[config.mk]
export PLATFORM = sky130hd
export DESIGN_NAME = fcs_sequencer
export DESIGN_NICKNAME = d
export VERILOG_FILES = /design/src/rtl/fcs_pkg.sv /design/src/rtl/fcs_sequencer.sv /design/src/rtl/fcs_cmd_mem.sv /design/src/rtl/fcs_timebase.sv
export SDC_FILE = /design/constraint.sdc
export NUM_CORES = 1
export LEC_CHECK = 0
export CORE_UTILIZATION = 35
export DETAILED_ROUTE_END_ITERATION = 10
export DONT_BUFFER_PORTS = 1
export HOLD_SLACK_MARGIN = 0.15
export MAX_ROUTING_LAYER = met4
export PLACE_DENSITY_LB_ADDON = 0.05
export SETUP_SLACK_MARGIN = 0.02
export SYNTH_ARGS = -nofsm -noshare
export SYNTH_HDL_FRONTEND = slang
export SYNTH_SLANG_ARGS = --single-unit
[constraint.sdc]
create_clock -name clock -period 7.6 [get_ports clock]
set_input_delay 2.28 -clock clock [delete_from_list [all_inputs] [get_ports clock]]
set_output_delay 2.28 -clock clock [all_outputs]
set_load 0.01 [all_outputs]
[src/rtl/fcs_pkg.sv]
// shared constants and types of the flash command sequencer
package fcs_pkg;
	// register indices; byte address is four times the index
	localparam logic [4:0] REG_COUNT  = 5'h14;
	localparam logic [4:0] IDX_CLKDIV = 5'h00;
	localparam logic [4:0] IDX_CMDIDX = 5'h02;
	localparam logic [4:0] IDX_STATUS = 5'h06;
	localparam logic [4:0] IDX_PROT   = 5'h08;
	localparam logic [4:0] IDX_CMD_HI = 5'h0A;
	localparam logic [4:0] IDX_CMD_LO = 5'h0B;
	localparam logic [4:0] IDX_RSV1   = 5'h0C;
	localparam logic [4:0] IDX_RSV2   = 5'h0D;
	// field positions
	localparam int ST_COMMAND_COMPLETE_FLAG    = 7;
	localparam int ST_ACC     = 5;
	localparam int ST_PV      = 4;
	localparam int ST_VE      = 1;
	localparam int ST_VU      = 0;
	localparam int DIV_LD_BIT = 7;
	localparam int PROT_EE    = 4;
	// values after reset
	localparam logic [6:0] DIV_RST  = 7'h00;
	localparam logic [2:0] CIDX_RST = 3'h0;
	localparam logic [4:0] PROT_RST = 5'h00;
	// command codes and parameters
	localparam logic [7:0]  CMD_PROG  = 8'h06;
	localparam logic [7:0]  CMD_OTP   = 8'h07;
	localparam logic [7:0]  CMD_BLK   = 8'h09;
	localparam logic [7:0]  CMD_SEC   = 8'h0A;
	localparam logic [1:0]  BLK_EE    = 2'h0;
	localparam logic [1:0]  BLK_PF    = 2'h3;
	localparam logic [2:0]  CI_ERASE  = 3'h1;
	localparam logic [2:0]  CI_PROG   = 3'h5;
	localparam logic [15:0] OTP_MAX   = 16'h0007;
	localparam int          CMD_WORDS = 6;
	localparam logic [2:0]  LOAD_END  = 3'h6;

	typedef enum logic [1:0] {
		OP_NONE   = 2'b00,
		OP_ERASE  = 2'b01,
		OP_PROG   = 2'b10,
		OP_VERIFY = 2'b11
	} fcs_op_e;

	typedef enum logic [1:0] {
		SC_BLOCK  = 2'b00,
		SC_SECTOR = 2'b01,
		SC_PHRASE = 2'b10,
		SC_OTP    = 2'b11
	} fcs_scope_e;

	typedef enum logic [2:0] {
		ST_IDLE  = 3'b000,
		ST_LOAD  = 3'b001,
		ST_CHECK = 3'b010,
		ST_ISSUE = 3'b011,
		ST_WAIT  = 3'b100,
		ST_DONE  = 3'b101
	} fcs_state_e;
endpackage : fcs_pkg

[src/rtl/fcs_sequencer.sv]
// flash command sequencer: wishbone registers, command checks, array sequencing
// How it works
// - block erase, verify, then completion flag
// - erase index wrong, or sector erase in restricted mode, gives access error
// - bad block or misalignment gives access error
// - protected block refuses erase, flags violation
// - verify errors set the first verify flag, uncorrectable ones set both
// - sector erase, verify, then completion flag
// - divider write sets the loaded flag
// - no divider loaded: refuse, access error
// - busy: no launch, command writes discarded
// - twenty byte registers at indices 0 to 19
// - test reserved registers read zero, ignore writes
// - indices two to five hold data words
// - program needs index five and phrase alignment
// - program into protected region flags violation
// - one-time program writes eight phrases once
//
// Register access over Wishbone was chosen for this implementation.
`timescale 1ns/10ps
module fcs_sequencer
	import fcs_pkg::*;
(
	// clock and reset
	input  wire logic                clock,
	input  wire logic                srst,
	// wishbone slave
	input  wire logic                wb_cyc_i,
	input  wire logic                wb_stb_i,
	input  wire logic                wb_we_i,
	input  wire logic [7:0]          wb_adr_i,
	input  wire logic [3:0]          wb_sel_i,
	input  wire logic [31:0]         wb_dat_i,
	output logic      [31:0]         wb_dat_o,
	output logic                     wb_ack_o,
	// operating mode
	input  wire logic                mode_restricted,
	// flash array
	output logic                     array_tick,
	output logic                     array_start,
	output fcs_pkg::fcs_op_e         array_op,
	output fcs_pkg::fcs_scope_e      array_scope,
	output logic      [17:0]         array_addr,
	output logic      [63:0]         array_data,
	input  wire logic                array_done,
	input  wire logic                array_err,
	input  wire logic                array_uncorr
);
	// bus state
	logic        pend_reg, pend_next, ack_next;
	logic [31:0] dat_next;
	// register and sequencer state
	logic [6:0]  div_reg, div_next;
	logic        loaded_reg, loaded_next;
	logic [2:0]  cidx_reg, cidx_next, lidx_reg, lidx_next;
	logic [4:0]  prot_reg, prot_next;
	logic        command_complete_flag_reg, command_complete_flag_next, acc_reg, acc_next, pv_reg, pv_next;
	logic        ve_reg, ve_next, vu_reg, vu_next;
	logic [7:0]  otp_used_reg, otp_used_next;
	logic [2:0]  ld_cnt_reg, ld_cnt_next;
	logic [1:0]  step_reg, step_next;
	logic [15:0] word_reg [CMD_WORDS];
	logic [15:0] word_next [CMD_WORDS];
	fcs_state_e  state_reg, state_next;
	logic        start_next;
	fcs_op_e     op_next, op_sel;
	fcs_scope_e  scope_next;
	logic [17:0] addr_next;
	logic [63:0] data_next;
	// decode and check terms
	logic [4:0]  reg_idx;
	logic        hit, wr, launch, mem_we, acc_hit, pv_hit, valid_blk, prot_any, prot_rgn;
	logic [7:0]  code, status_byte;
	logic [17:0] gaddr;
	logic [15:0] mem_a_data, mem_b_data;

	fcs_cmd_mem #(.W(16), .DEPTH(CMD_WORDS), .AW(3)) u_mem (
		.clock   (clock),
		.wr_en   (mem_we),
		.wr_be   ({(reg_idx == IDX_CMD_HI), (reg_idx == IDX_CMD_LO)}),
		.wr_addr (cidx_reg),
		.wr_data ({wb_dat_i[7:0], wb_dat_i[7:0]}),
		.a_addr  (cidx_reg),
		.a_data  (mem_a_data),
		.b_addr  (ld_cnt_reg),
		.b_data  (mem_b_data)
	);

	fcs_timebase #(.DW(7)) u_tb (
		.clock   (clock),
		.srst    (srst),
		.enable  (loaded_reg),
		.divisor (div_reg),
		.tick    (array_tick)
	);

	assign reg_idx     = wb_adr_i[6:2];
	assign hit         = !wb_adr_i[7] && (reg_idx < REG_COUNT);
	assign wr          = pend_reg && wb_we_i && wb_sel_i[0] && hit;
	assign status_byte = {command_complete_flag_reg, 1'b0, acc_reg, pv_reg, 2'b00, ve_reg, vu_reg};
	assign mem_we      = wr && command_complete_flag_reg && ((reg_idx == IDX_CMD_HI) || (reg_idx == IDX_CMD_LO));
	// launch is refused while an access error or protection violation from the last sequence is still pending
	assign launch      = wr && (reg_idx == IDX_STATUS) && wb_dat_i[ST_COMMAND_COMPLETE_FLAG] && command_complete_flag_reg
	                     && !acc_reg && !pv_reg;

	// bus: request seen, then data and ack one cycle later
	always_comb begin
		pend_next = wb_cyc_i && wb_stb_i && !pend_reg && !wb_ack_o;
		ack_next  = pend_reg;
		dat_next  = wb_dat_o;
		if (pend_reg) begin
			dat_next = 32'h0000_0000;
			if (hit && !wb_we_i) begin
				case (reg_idx)
					IDX_CLKDIV: dat_next[7:0] = {loaded_reg, div_reg};
					IDX_CMDIDX: dat_next[7:0] = {5'h00, cidx_reg};
					IDX_STATUS: dat_next[7:0] = status_byte;
					IDX_PROT:   dat_next[7:0] = {3'h0, prot_reg};
					IDX_CMD_HI: dat_next[7:0] = mem_a_data[15:8];
					IDX_CMD_LO: dat_next[7:0] = mem_a_data[7:0];
					default:    dat_next[7:0] = 8'h00;
				endcase
			end
		end
	end

	always_ff @(posedge clock) begin
		if (srst) begin
			pend_reg <= 1'b0;
			wb_ack_o <= 1'b0;
			wb_dat_o <= 32'h0000_0000;
		end else begin
			pend_reg <= pend_next;
			wb_ack_o <= ack_next;
			wb_dat_o <= dat_next;
		end
	end

	// command fields as captured at load
	assign code  = word_reg[0][15:8];
	assign gaddr = {word_reg[0][1:0], word_reg[1]};
	assign valid_blk = (gaddr[17:16] == BLK_EE) || (gaddr[17:16] == BLK_PF);
	assign prot_any  = (gaddr[17:16] == BLK_PF) ? (|prot_reg[3:0]) : prot_reg[PROT_EE];
	assign prot_rgn  = (gaddr[17:16] == BLK_PF) ? prot_reg[gaddr[15:14]] : prot_reg[PROT_EE];

	always_comb begin
		acc_hit = 1'b0;
		pv_hit  = 1'b0;
		if (!loaded_reg) begin
			acc_hit = 1'b1;
		end
		case (code)
			CMD_BLK, CMD_SEC: begin
				if ((lidx_reg != CI_ERASE) || !valid_blk || (mode_restricted && code == CMD_SEC)
				    || ((gaddr[17:16] == BLK_PF) && (gaddr[2:0] != 3'h0))
				    || ((gaddr[17:16] == BLK_EE) && gaddr[0])) begin
					acc_hit = 1'b1;
				end
				pv_hit = (code == CMD_BLK) ? prot_any : prot_rgn;
			end
			CMD_PROG: begin
				if ((lidx_reg != CI_PROG) || !valid_blk || mode_restricted
				    || (gaddr[2:0] != 3'h0)) begin
					acc_hit = 1'b1;
				end
				pv_hit = prot_rgn;
			end
			CMD_OTP: begin
				if ((lidx_reg != CI_PROG) || mode_restricted || (word_reg[1] > OTP_MAX)
				    || otp_used_reg[word_reg[1][2:0]]) begin
					acc_hit = 1'b1;
				end
			end
			default: acc_hit = 1'b1;
		endcase
	end

	// operation for each step; one-time program checks erased before writing
	always_comb begin
		case (code)
			CMD_BLK, CMD_SEC: op_sel = (step_reg == 2'd0) ? OP_ERASE
			                         : (step_reg == 2'd1) ? OP_VERIFY : OP_NONE;
			CMD_PROG:         op_sel = (step_reg == 2'd0) ? OP_PROG
			                         : (step_reg == 2'd1) ? OP_VERIFY : OP_NONE;
			CMD_OTP:          op_sel = (step_reg == 2'd1) ? OP_PROG
			                         : (step_reg == 2'd3) ? OP_NONE : OP_VERIFY;
			default:          op_sel = OP_NONE;
		endcase
	end

	always_comb begin
		div_next      = div_reg;
		loaded_next   = loaded_reg;
		cidx_next     = cidx_reg;
		lidx_next     = lidx_reg;
		prot_next     = prot_reg;
		command_complete_flag_next     = command_complete_flag_reg;
		acc_next      = acc_reg;
		pv_next       = pv_reg;
		ve_next       = ve_reg;
		vu_next       = vu_reg;
		otp_used_next = otp_used_reg;
		ld_cnt_next   = ld_cnt_reg;
		step_next     = step_reg;
		state_next    = state_reg;
		start_next    = 1'b0;
		op_next       = array_op;
		scope_next    = array_scope;
		addr_next     = array_addr;
		data_next     = array_data;
		for (int i = 0; i < CMD_WORDS; i++) begin
			word_next[i] = word_reg[i];
		end
		// software writes; configuration is frozen while a command runs
		if (wr && command_complete_flag_reg) begin
			case (reg_idx)
				IDX_CLKDIV: begin
					div_next = wb_dat_i[6:0];
					loaded_next = 1'b1;
				end
				IDX_CMDIDX: cidx_next = wb_dat_i[2:0];
				IDX_PROT:   prot_next = wb_dat_i[4:0];
				default: ;
			endcase
		end
		if (wr && (reg_idx == IDX_STATUS)) begin
			if (wb_dat_i[ST_ACC]) acc_next = 1'b0;
			if (wb_dat_i[ST_PV]) pv_next = 1'b0;
		end
		if (launch) begin
			command_complete_flag_next   = 1'b0;
			ve_next     = 1'b0;
			vu_next     = 1'b0;
			lidx_next   = cidx_reg;
			ld_cnt_next = 3'h0;
			state_next  = ST_LOAD;
		end
		// sequencer; its flag sets come last so they win over a clear
		case (state_reg)
			ST_IDLE: ;
			ST_LOAD: begin
				if (ld_cnt_reg != 3'h0) begin
					word_next[ld_cnt_reg - 3'h1] = mem_b_data;
				end
				ld_cnt_next = ld_cnt_reg + 3'h1;
				if (ld_cnt_reg == LOAD_END) begin
					state_next = ST_CHECK;
				end
			end
			ST_CHECK: begin
				if (acc_hit) acc_next = 1'b1;
				if (pv_hit) pv_next = 1'b1;
				step_next  = 2'd0;
				state_next = (acc_hit || pv_hit) ? ST_DONE : ST_ISSUE;
			end
			ST_ISSUE: begin
				if (op_sel == OP_NONE) begin
					state_next = ST_DONE;
				end else begin
					start_next = 1'b1;
					op_next    = op_sel;
					data_next  = {word_reg[2], word_reg[3], word_reg[4], word_reg[5]};
					addr_next  = gaddr;
					case (code)
						CMD_BLK:  scope_next = SC_BLOCK;
						CMD_SEC:  scope_next = SC_SECTOR;
						CMD_PROG: scope_next = SC_PHRASE;
						default: begin
							scope_next = SC_OTP;
							addr_next  = {15'h0000, word_reg[1][2:0]};
						end
					endcase
					if (code == CMD_OTP && op_sel == OP_PROG) begin
						otp_used_next[word_reg[1][2:0]] = 1'b1;
					end
					state_next = ST_WAIT;
				end
			end
			ST_WAIT: begin
				if (array_done) begin
					step_next  = step_reg + 2'd1;
					state_next = ST_ISSUE;
					if (array_op == OP_VERIFY) begin
						ve_next = ve_reg | array_err | array_uncorr;
						vu_next = vu_reg | array_uncorr;
						if (code == CMD_OTP && step_reg == 2'd0 && (array_err || array_uncorr)) begin
							state_next = ST_DONE;
						end
					end
				end
			end
			ST_DONE: begin
				command_complete_flag_next  = 1'b1;
				state_next = ST_IDLE;
			end
			default: state_next = ST_IDLE;
		endcase
	end

	always_ff @(posedge clock) begin
		if (srst) begin
			div_reg      <= DIV_RST;
			loaded_reg   <= 1'b0;
			cidx_reg     <= CIDX_RST;
			lidx_reg     <= CIDX_RST;
			prot_reg     <= PROT_RST;
			command_complete_flag_reg     <= 1'b1;
			acc_reg      <= 1'b0;
			pv_reg       <= 1'b0;
			ve_reg       <= 1'b0;
			vu_reg       <= 1'b0;
			otp_used_reg <= 8'h00;
			ld_cnt_reg   <= 3'h0;
			step_reg     <= 2'd0;
			state_reg    <= ST_IDLE;
			array_start  <= 1'b0;
			array_op     <= OP_NONE;
			array_scope  <= SC_BLOCK;
			array_addr   <= 18'h00000;
			array_data   <= 64'h0000_0000_0000_0000;
			for (int i = 0; i < CMD_WORDS; i++) begin
				word_reg[i] <= 16'h0000;
			end
		end else begin
			div_reg      <= div_next;
			loaded_reg   <= loaded_next;
			cidx_reg     <= cidx_next;
			lidx_reg     <= lidx_next;
			prot_reg     <= prot_next;
			command_complete_flag_reg     <= command_complete_flag_next;
			acc_reg      <= acc_next;
			pv_reg       <= pv_next;
			ve_reg       <= ve_next;
			vu_reg       <= vu_next;
			otp_used_reg <= otp_used_next;
			ld_cnt_reg   <= ld_cnt_next;
			step_reg     <= step_next;
			state_reg    <= state_next;
			array_start  <= start_next;
			array_op     <= op_next;
			array_scope  <= scope_next;
			array_addr   <= addr_next;
			array_data   <= data_next;
			for (int i = 0; i < CMD_WORDS; i++) begin
				word_reg[i] <= word_next[i];
			end
		end
	end
endmodule : fcs_sequencer

[src/rtl/fcs_cmd_mem.sv]
// command object storage: byte-writable words, two registered read ports
`timescale 1ns/10ps
module fcs_cmd_mem #(
	parameter int W     = 16,
	parameter int DEPTH = 6,
	parameter int AW    = 3
) (
	// clock
	input  wire logic            clock,
	// write port
	input  wire logic            wr_en,
	input  wire logic [W/8-1:0]  wr_be,
	input  wire logic [AW-1:0]   wr_addr,
	input  wire logic [W-1:0]    wr_data,
	// read ports
	input  wire logic [AW-1:0]   a_addr,
	output logic      [W-1:0]    a_data,
	input  wire logic [AW-1:0]   b_addr,
	output logic      [W-1:0]    b_data
);
	genvar g;
	generate
		for (g = 0; g < W / 8; g++) begin : g_lane
			// each byte lane is its own array so every lane has a single writer
			logic [7:0] lane_mem [DEPTH];

			always_ff @(posedge clock) begin
				if (wr_en && wr_be[g] && (int'(wr_addr) < DEPTH)) begin
					lane_mem[wr_addr] <= wr_data[g*8 +: 8];
				end
			end

			// out-of-range indices read as zero
			always_ff @(posedge clock) begin
				a_data[g*8 +: 8] <= (int'(a_addr) < DEPTH) ? lane_mem[a_addr] : 8'h00;
				b_data[g*8 +: 8] <= (int'(b_addr) < DEPTH) ? lane_mem[b_addr] : 8'h00;
			end
		end
	endgenerate
endmodule : fcs_cmd_mem

[src/rtl/fcs_timebase.sv]
// program time base: one tick every divisor+1 bus clocks once loaded
`timescale 1ns/10ps
module fcs_timebase #(
	parameter int DW = 7
) (
	// clock and reset
	input  wire logic          clock,
	input  wire logic          srst,
	// control
	input  wire logic          enable,
	input  wire logic [DW-1:0] divisor,
	// time base
	output logic               tick
);
	logic [DW-1:0] count_reg;
	logic [DW-1:0] count_next;
	logic          tick_next;

	always_comb begin
		count_next = count_reg;
		tick_next  = 1'b0;
		if (!enable) begin
			count_next = '0;
		end else if (count_reg >= divisor) begin
			count_next = '0;
			tick_next  = 1'b1;
		end else begin
			count_next = count_reg + 1'b1;
		end
	end

	always_ff @(posedge clock) begin
		if (srst) begin
			count_reg <= '0;
			tick      <= 1'b0;
		end else begin
			count_reg <= count_next;
			tick      <= tick_next;
		end
	end
endmodule : fcs_timebase

==> results of run 1 <==
-- worst register-to-register path, stage by stage, from the launching register on --
cell     delay [ps]
dfxtp_1         330
nor4_4          500
nand3_2         230
o21a_1          290
a21oi_4         150
buf_4           360
and2b_2         220
buf_4           620
a22o_1          300
-- synthesized netlist by cell type (all sizes together), types with 3 or more instances --
cell	number
dfxtp	267
nor2	151
mux2i	134
edfxtp	96
a22o	70
inv	53
nand2	53
buf	51
clkbuf	51
a21oi	44
nand3	39
mux4	34
o22ai	34
o21ai	29
nand2b	24
ha	17
nor3	13
nor2b	7
a21o	6
nor4	6
or2	5
a221oi	4
a31oi	4
a41oi	4
o21a	4
and3	3
nand3b	3
nor4bb	3
or3	3
or4	3
xnor2	3
xor2	3
-- metal layers --
| layer | routed length, um | up-vias | global-route usage (%) |
|---|---|---|---|
| met3 | 1952 | 45 | 4.407 |
| met5 | 0 | - | - |
| met1 | 18050 | 4458 | 25.17 |
| met4 | 677 | 0 | 4.603 |
| met2 | 17680 | 190 | 29.11 |
| li1 | - | 4477 | - |
-- stage by stage --
stage	utilization, %	power [mW]	cells
CTS	40.41	4.150	1797
detailed placement	36.79	2.048	1717
global route	40.41	4.233	1797
floorplan	-	2.064	1278
finish	40.41	4.088	1797
global placement	36.79	2.048	1717
-- logic make-up (layout without fill, tap and decap cells) --
kind of cell / count (synthesis) / after routing / share of synthesized area, %
muxes: 168 / 168 / 14.61
buffers and inverters: 155 / 149 / 5.023
and+or+nand+nor: 329 / 329 / 10.85
other: 1 / 24 / 0.02600
AOI/OAI and AO/OA: 216 / 216 / 10.60
xor gates and xnor gates: 6 / 6 / 0.3644
DFF: 363 / 363 / 57.05
adders and majority gates: 17 / 17 / 1.475
-- final timing paths --
| path | endpoint | slack (ps) | cells past startpoint |
|---|---|---|---|
| max reg2reg | array_data[6] | 4530 | 8 |
| min reg2reg | otp_used_reg[6] | 460 | 2 |
| max | u_mem.g_lane[0].lane_mem[0][4] | 3510 | 6 |
| min | otp_used_reg[6] | 460 | 2 |
-- area by class of cell --
| class | instances | area (sq um) | share of cell area (%) |
|---|---|---|---|
| clock inverters | 17 | 203.9 | 1.256 |
| multi-input cells | 760 | 5580 | 34.36 |
| well taps | 525 | 656.9 | 4.044 |
| flip-flops and latches | 363 | 8230 | 50.67 |
| repair buffers | 16 | 120.1 | 0.7395 |
| inverters | 53 | 198.9 | 1.225 |
| clock buffers | 63 | 1251 | 7.704 |
-- power groups by stage --
stage          Combinational (mW)  Clock [mW]  Sequential (mW)
3_3_place_gp               0.0228           0             2.03
2_1_floorplan              0.0391           0             2.02
3_5_place_dp               0.0228           0             2.03
4_1_cts                    0.0229        2.14             1.98
5_1_grt                    0.0255        2.22             1.98
6_report                   0.0227        2.08             1.98
==> reports/results.ini, run 1 <==
[run_status]
status = complete, no violations

[floorplan]
core_area_sq_mm = 0.04019
ioPinCount = 174
die-area_sq_mm = 0.04202
initial_core_util_pct = 35.89
placementRows = 73
die_h_um = 205.0
die_x_um = 205.0

[worst_setup_path]
crit_arrival_ps = 4360
cp_slowest_cell = nor3_1
crit_buf_inv = 1
cpPeakStageDelay_ps = 600
crit_family = simple AND/OR/NAND/NOR gates
cp_data_required_time_ps = 7880
crit_path_max_fanout = 9
endpoint_kind = flop
cp-start-kind = input pin
path_class = input pin to flop
timing.rr.start = word_reg[0][12]
cp-startpoint = wb_adr_i[5]
path_cells = nor2b_1 > and4b_1 > nand2_1 > or2_2 > nor3_1 > buf_4

[power]
p_leak_nw = 5.845
seqPwrFrac_pct = 48.5
sw_frac_of_total_pct = 20.74
comb_power_share_pct = 0.6
p_int_mw = 3.240
peakVddDrop_mv = 0.1645
power.density_mw_per_mm2 = 251.7
pwr-share-clk_pct = 50.9
p_switching_mw = 0.8480

[timing]
setup_ws_ps = 3512
clock_skew_ps = 19.36
finalCriticalPeriod_ps = 4088
final.setup.tns_ps = 0
rsz0062_at_grt = false
tightest_slew_ps = 1049
finalMaxSlewViolations = 0
hold_viol = 0
post-route-period-util_pct = 53.79
relSlewSlack_pct = 30.04
fin_hold_ws_ps = 455.6
max_freq_mhz = 244.6
setup_violations = 0

[placement]
portBuffers = 0
dp_hpwl_mm = 24.59
pre_cts_slack_ps = 2903
routabilityCongestion = 0.7428
place_area_sq_mm = 0.01479

[drt]
viasPerCell = 5.103
wl_mm = 38.36
first_pass_iters = 5
drt_iter0_drc = 545
drc_errors = 0
drt-wirelength-per-cell_um = 21.35
route.vias.total = 9170
ant_nets = 0

[grt]
grt_max_degree = 156
grt_remaining_overflow = 0
grt_pass1_vias = 8901
grt_pass1_wl_mm = 57.40
antenna_found_initial = 0
groute.usage.overall_pct = 18.96

[logic_synthesis]
synth_top_area_share_pct = 37.06
syn-instance-count = 1255
synth.area.top_cells = dfxtp_1 (37%), edfxtp_1 (20%), mux2i_1 (9.3%)
syn_area_sq_mm = 0.01442
ys_ff_latch = 363
synth_edf_count = 96
synth.distinct_cells = 63
synth_seq_area_share_pct = 57.05
async_flop_share_pct = 0
synth.largest_area_cell = dfxtp_1
postSynthAreaPerCell_sq_um = 11.49
ys.flop_type = dfxtp_1
ys_warn_count = 0

[layout]
final_cell_area_sq_mm = 0.01624
area_growth_pct = 12.61
n_fill_cell = 3884
final_nets = 1307
largest_reg_flops = 96
drive_gt1_share_pct = 10.77
n_antenna_cell = 0
layout_commonest_cell = dfxtp_1
layout_common_cells = dfxtp_1 (265), nor2_1 (150), mux2i_1 (134), edfxtp_1 (96), a22o_1 (70)

[clocking]
cts_hold_buf = 0
numClockSinks = 363
post_cts_buffers = 0
cts.clk_slew.worst_paths_ps = 50
cts_resized = 0
clk_path_buf_depth = 3
clkLatencyLatePin_ps = 580
cts_max_level = 2
cts-root-buf = clkbuf_16
cts_tree = built
cts-buffers-inserted = 43

[worst_hold_path]
worstHoldStart = otp_used_reg[6]
hold_class = flop to flop

[job]
maxCapViolCount = 0

Power figures use the tool's default switching activity.
==> run 2, diff against run 1 <==
==> constraint.sdc (replaced) <==
create_clock -name clock -period 3.6 [get_ports clock]
set_input_delay 1.08 -clock clock [delete_from_list [all_inputs] [get_ports clock]]
set_output_delay 1.08 -clock clock [all_outputs]
set_load 0.01 [all_outputs]
==> run 2 against run 1 <==
Cell area decreased by 0.33%. Largest cell class unchanged. Die area unchanged. Sequential power increased by 110%. Critical path depth increased by 1. Via count decreased by 0.16%. Global-route usage increased by 0.097 points. Utilization decreased by 0.13 points. Wire length increased by 0.32%. Sequential share of layout area increased by 0.17 points. Clock skew decreased by 1.7 ps.
==> reports/results.ini, run 2 (same netlist as run 1, synthesis figures left out) <==
[worst_setup_path]
rrSetupSlack_ps = 890
crit_path_max_fanout = 52
crit_family = simple AND/OR/NAND/NOR gates
timing.rr.start = word_reg[0][12]
cp-start-kind = flop
endpoint_kind = flop
path_class = flop to flop
cpPeakStageDelay_ps = 520
crit_buf_inv = 1
path_cells = nor4_4 > nand3_2 > o21a_1 > a21oi_4 > and2b_2 > buf_12 > a22o_1
crit_arrival_ps = 3200
cp_data_required_time_ps = 4090
cp_slowest_cell = nor4_4
ff2ff_path_depth = 7
reg2reg_to = array_data[39]

[floorplan]
ioPinCount = 174
die_h_um = 205.0
initial_core_util_pct = 35.89
die_x_um = 205.0
placementRows = 73
core_area_sq_mm = 0.04019
die-area_sq_mm = 0.04202

[worst_hold_path]
whs_endpoint = otp_used_reg[6]
worstHoldStart = otp_used_reg[6]
hold_class = flop to flop
min_delay_path_depth = 2

[power]
p_leak_nw = 5.840
power.density_mw_per_mm2 = 507.9
peakVddDrop_mv = 0.3120
finalPower_mw = 8.221

[run_status]
status = complete, no violations

[clocking]
cts_max_level = 2
cts_hold_buf = 0
cts-buffers-inserted = 41
numClockSinks = 363
clkLatencyLatePin_ps = 560
cts.clk_slew.worst_paths_ps = 60
cts-root-buf = clkbuf_16
cts_tree = built
post_cts_buffers = 0
clk_path_buf_depth = 3
cts_resized = 0

[placement]
dp_hpwl_mm = 24.77
place_area_sq_mm = 0.01492
placed_cells = 1732
routabilityCongestion = 0.7511
portBuffers = 0
pre_cts_slack_ps = 585.7

[layout]
final_nets = 1320
drive_gt1_share_pct = 10.88
final_core_util_pct = 40.28
fin_cells = 1802
largest_reg_flops = 96
seq_area_sq_mm = 0.008230
multi_input_area_sq_mm = 0.005580
layout_commonest_cell = dfxtp_1
final_cell_area_sq_mm = 0.01619
n_antenna_cell = 0
area_growth_pct = 12.24
n_fill_cell = 3904
layout_common_cells = dfxtp_1 (265), nor2_1 (150), mux2i_1 (134), edfxtp_1 (96), a22o_1 (70)

[timing]
hold_viol = 0
fin_hold_ws_ps = 450.7
rsz0062_at_grt = false
setup_violations = 0
max_freq_mhz = 368.5
post-route-period-util_pct = 75.38
final.setup.tns_ps = 0
finalMaxSlewViolations = 0
finalCriticalPeriod_ps = 2714
clock_skew_ps = 17.63
tightest_slew_ps = 1023
relSlewSlack_pct = 31.52
setup_ws_ps = 886.3

[drt]
drt-wirelength-per-cell_um = 21.36
drc_errors = 0
viasPerCell = 5.080
route.vias.total = 9155
ant_nets = 0
wl_mm = 38.48
drt_iter0_drc = 611
first_pass_iters = 5

[grt]
grt_pass1_vias = 8943
antenna_found_initial = 0
groute.usage.overall_pct = 19.05
grt_max_degree = 156
grt_pass1_wl_mm = 57.76
grt_remaining_overflow = 0

[job]
maxCapViolCount = 0

-- run 2: cell count changes in the layout (fill, tap and decap cells not counted), moves of 2 or more --
| cell | previous run | this run |
|---|---|---|
| buf_12 | 0 | 2 |
| buf_4 | 16 | 29 |
| bufinv_16 | 3 | 1 |
| clkbuf_1 | 10 | 15 |
| clkbuf_16 | 43 | 41 |
| clkinv_1 | 2 | 0 |
| clkinv_2 | 6 | 2 |
| clkinvlp_4 | 2 | 0 |
-- run 2: area by class of cell --
type / instances / area share, %
tap: 525 / 4.058
multi-input combinational: 760 / 34.47
clock inverter: 5 / 0.3555
inverter: 53 / 1.229
timing repair buffer: 31 / 1.592
clock buffer: 65 / 7.451
sequential: 363 / 50.84
-- run 2: where the power goes --
part / switching [mW] / internal [mW]
sequential: 0.00115 / 4.19
clock: 1.63 / 2.36
combinational: 0.0354 / 0.0130
-- run 2: tightest hold or removal path, cell delays in order (launching register included) --
cell and delay, ps:
dfxtp_1 310, inv_1 50, a21oi_1 50
-- run 2: how the worst max path moves through the flow --
stage               startpoint                        endpoint  depth (start not counted)
3_5_place_dp       wb_adr_i[5]  u_mem.g_lane[0].lane_mem[0][5]                          6
6_report       word_reg[0][12]                  array_data[39]                          7
2_1_floorplan      wb_adr_i[3]  u_mem.g_lane[0].lane_mem[0][0]                          6
5_1_grt        word_reg[0][12]                  array_data[13]                          7
3_3_place_gp       wb_adr_i[5]  u_mem.g_lane[0].lane_mem[0][5]                          6
4_1_cts        word_reg[0][12]                  array_data[41]                          7
-- run 2: metal layers --
layer	vias up	track usage, %	wire (um)
li1	4496	-	-
met5	-	-	0
met1	4419	25.72	18190
met4	0	6.058	922
met2	191	28.73	17460
met3	49	3.611	1905
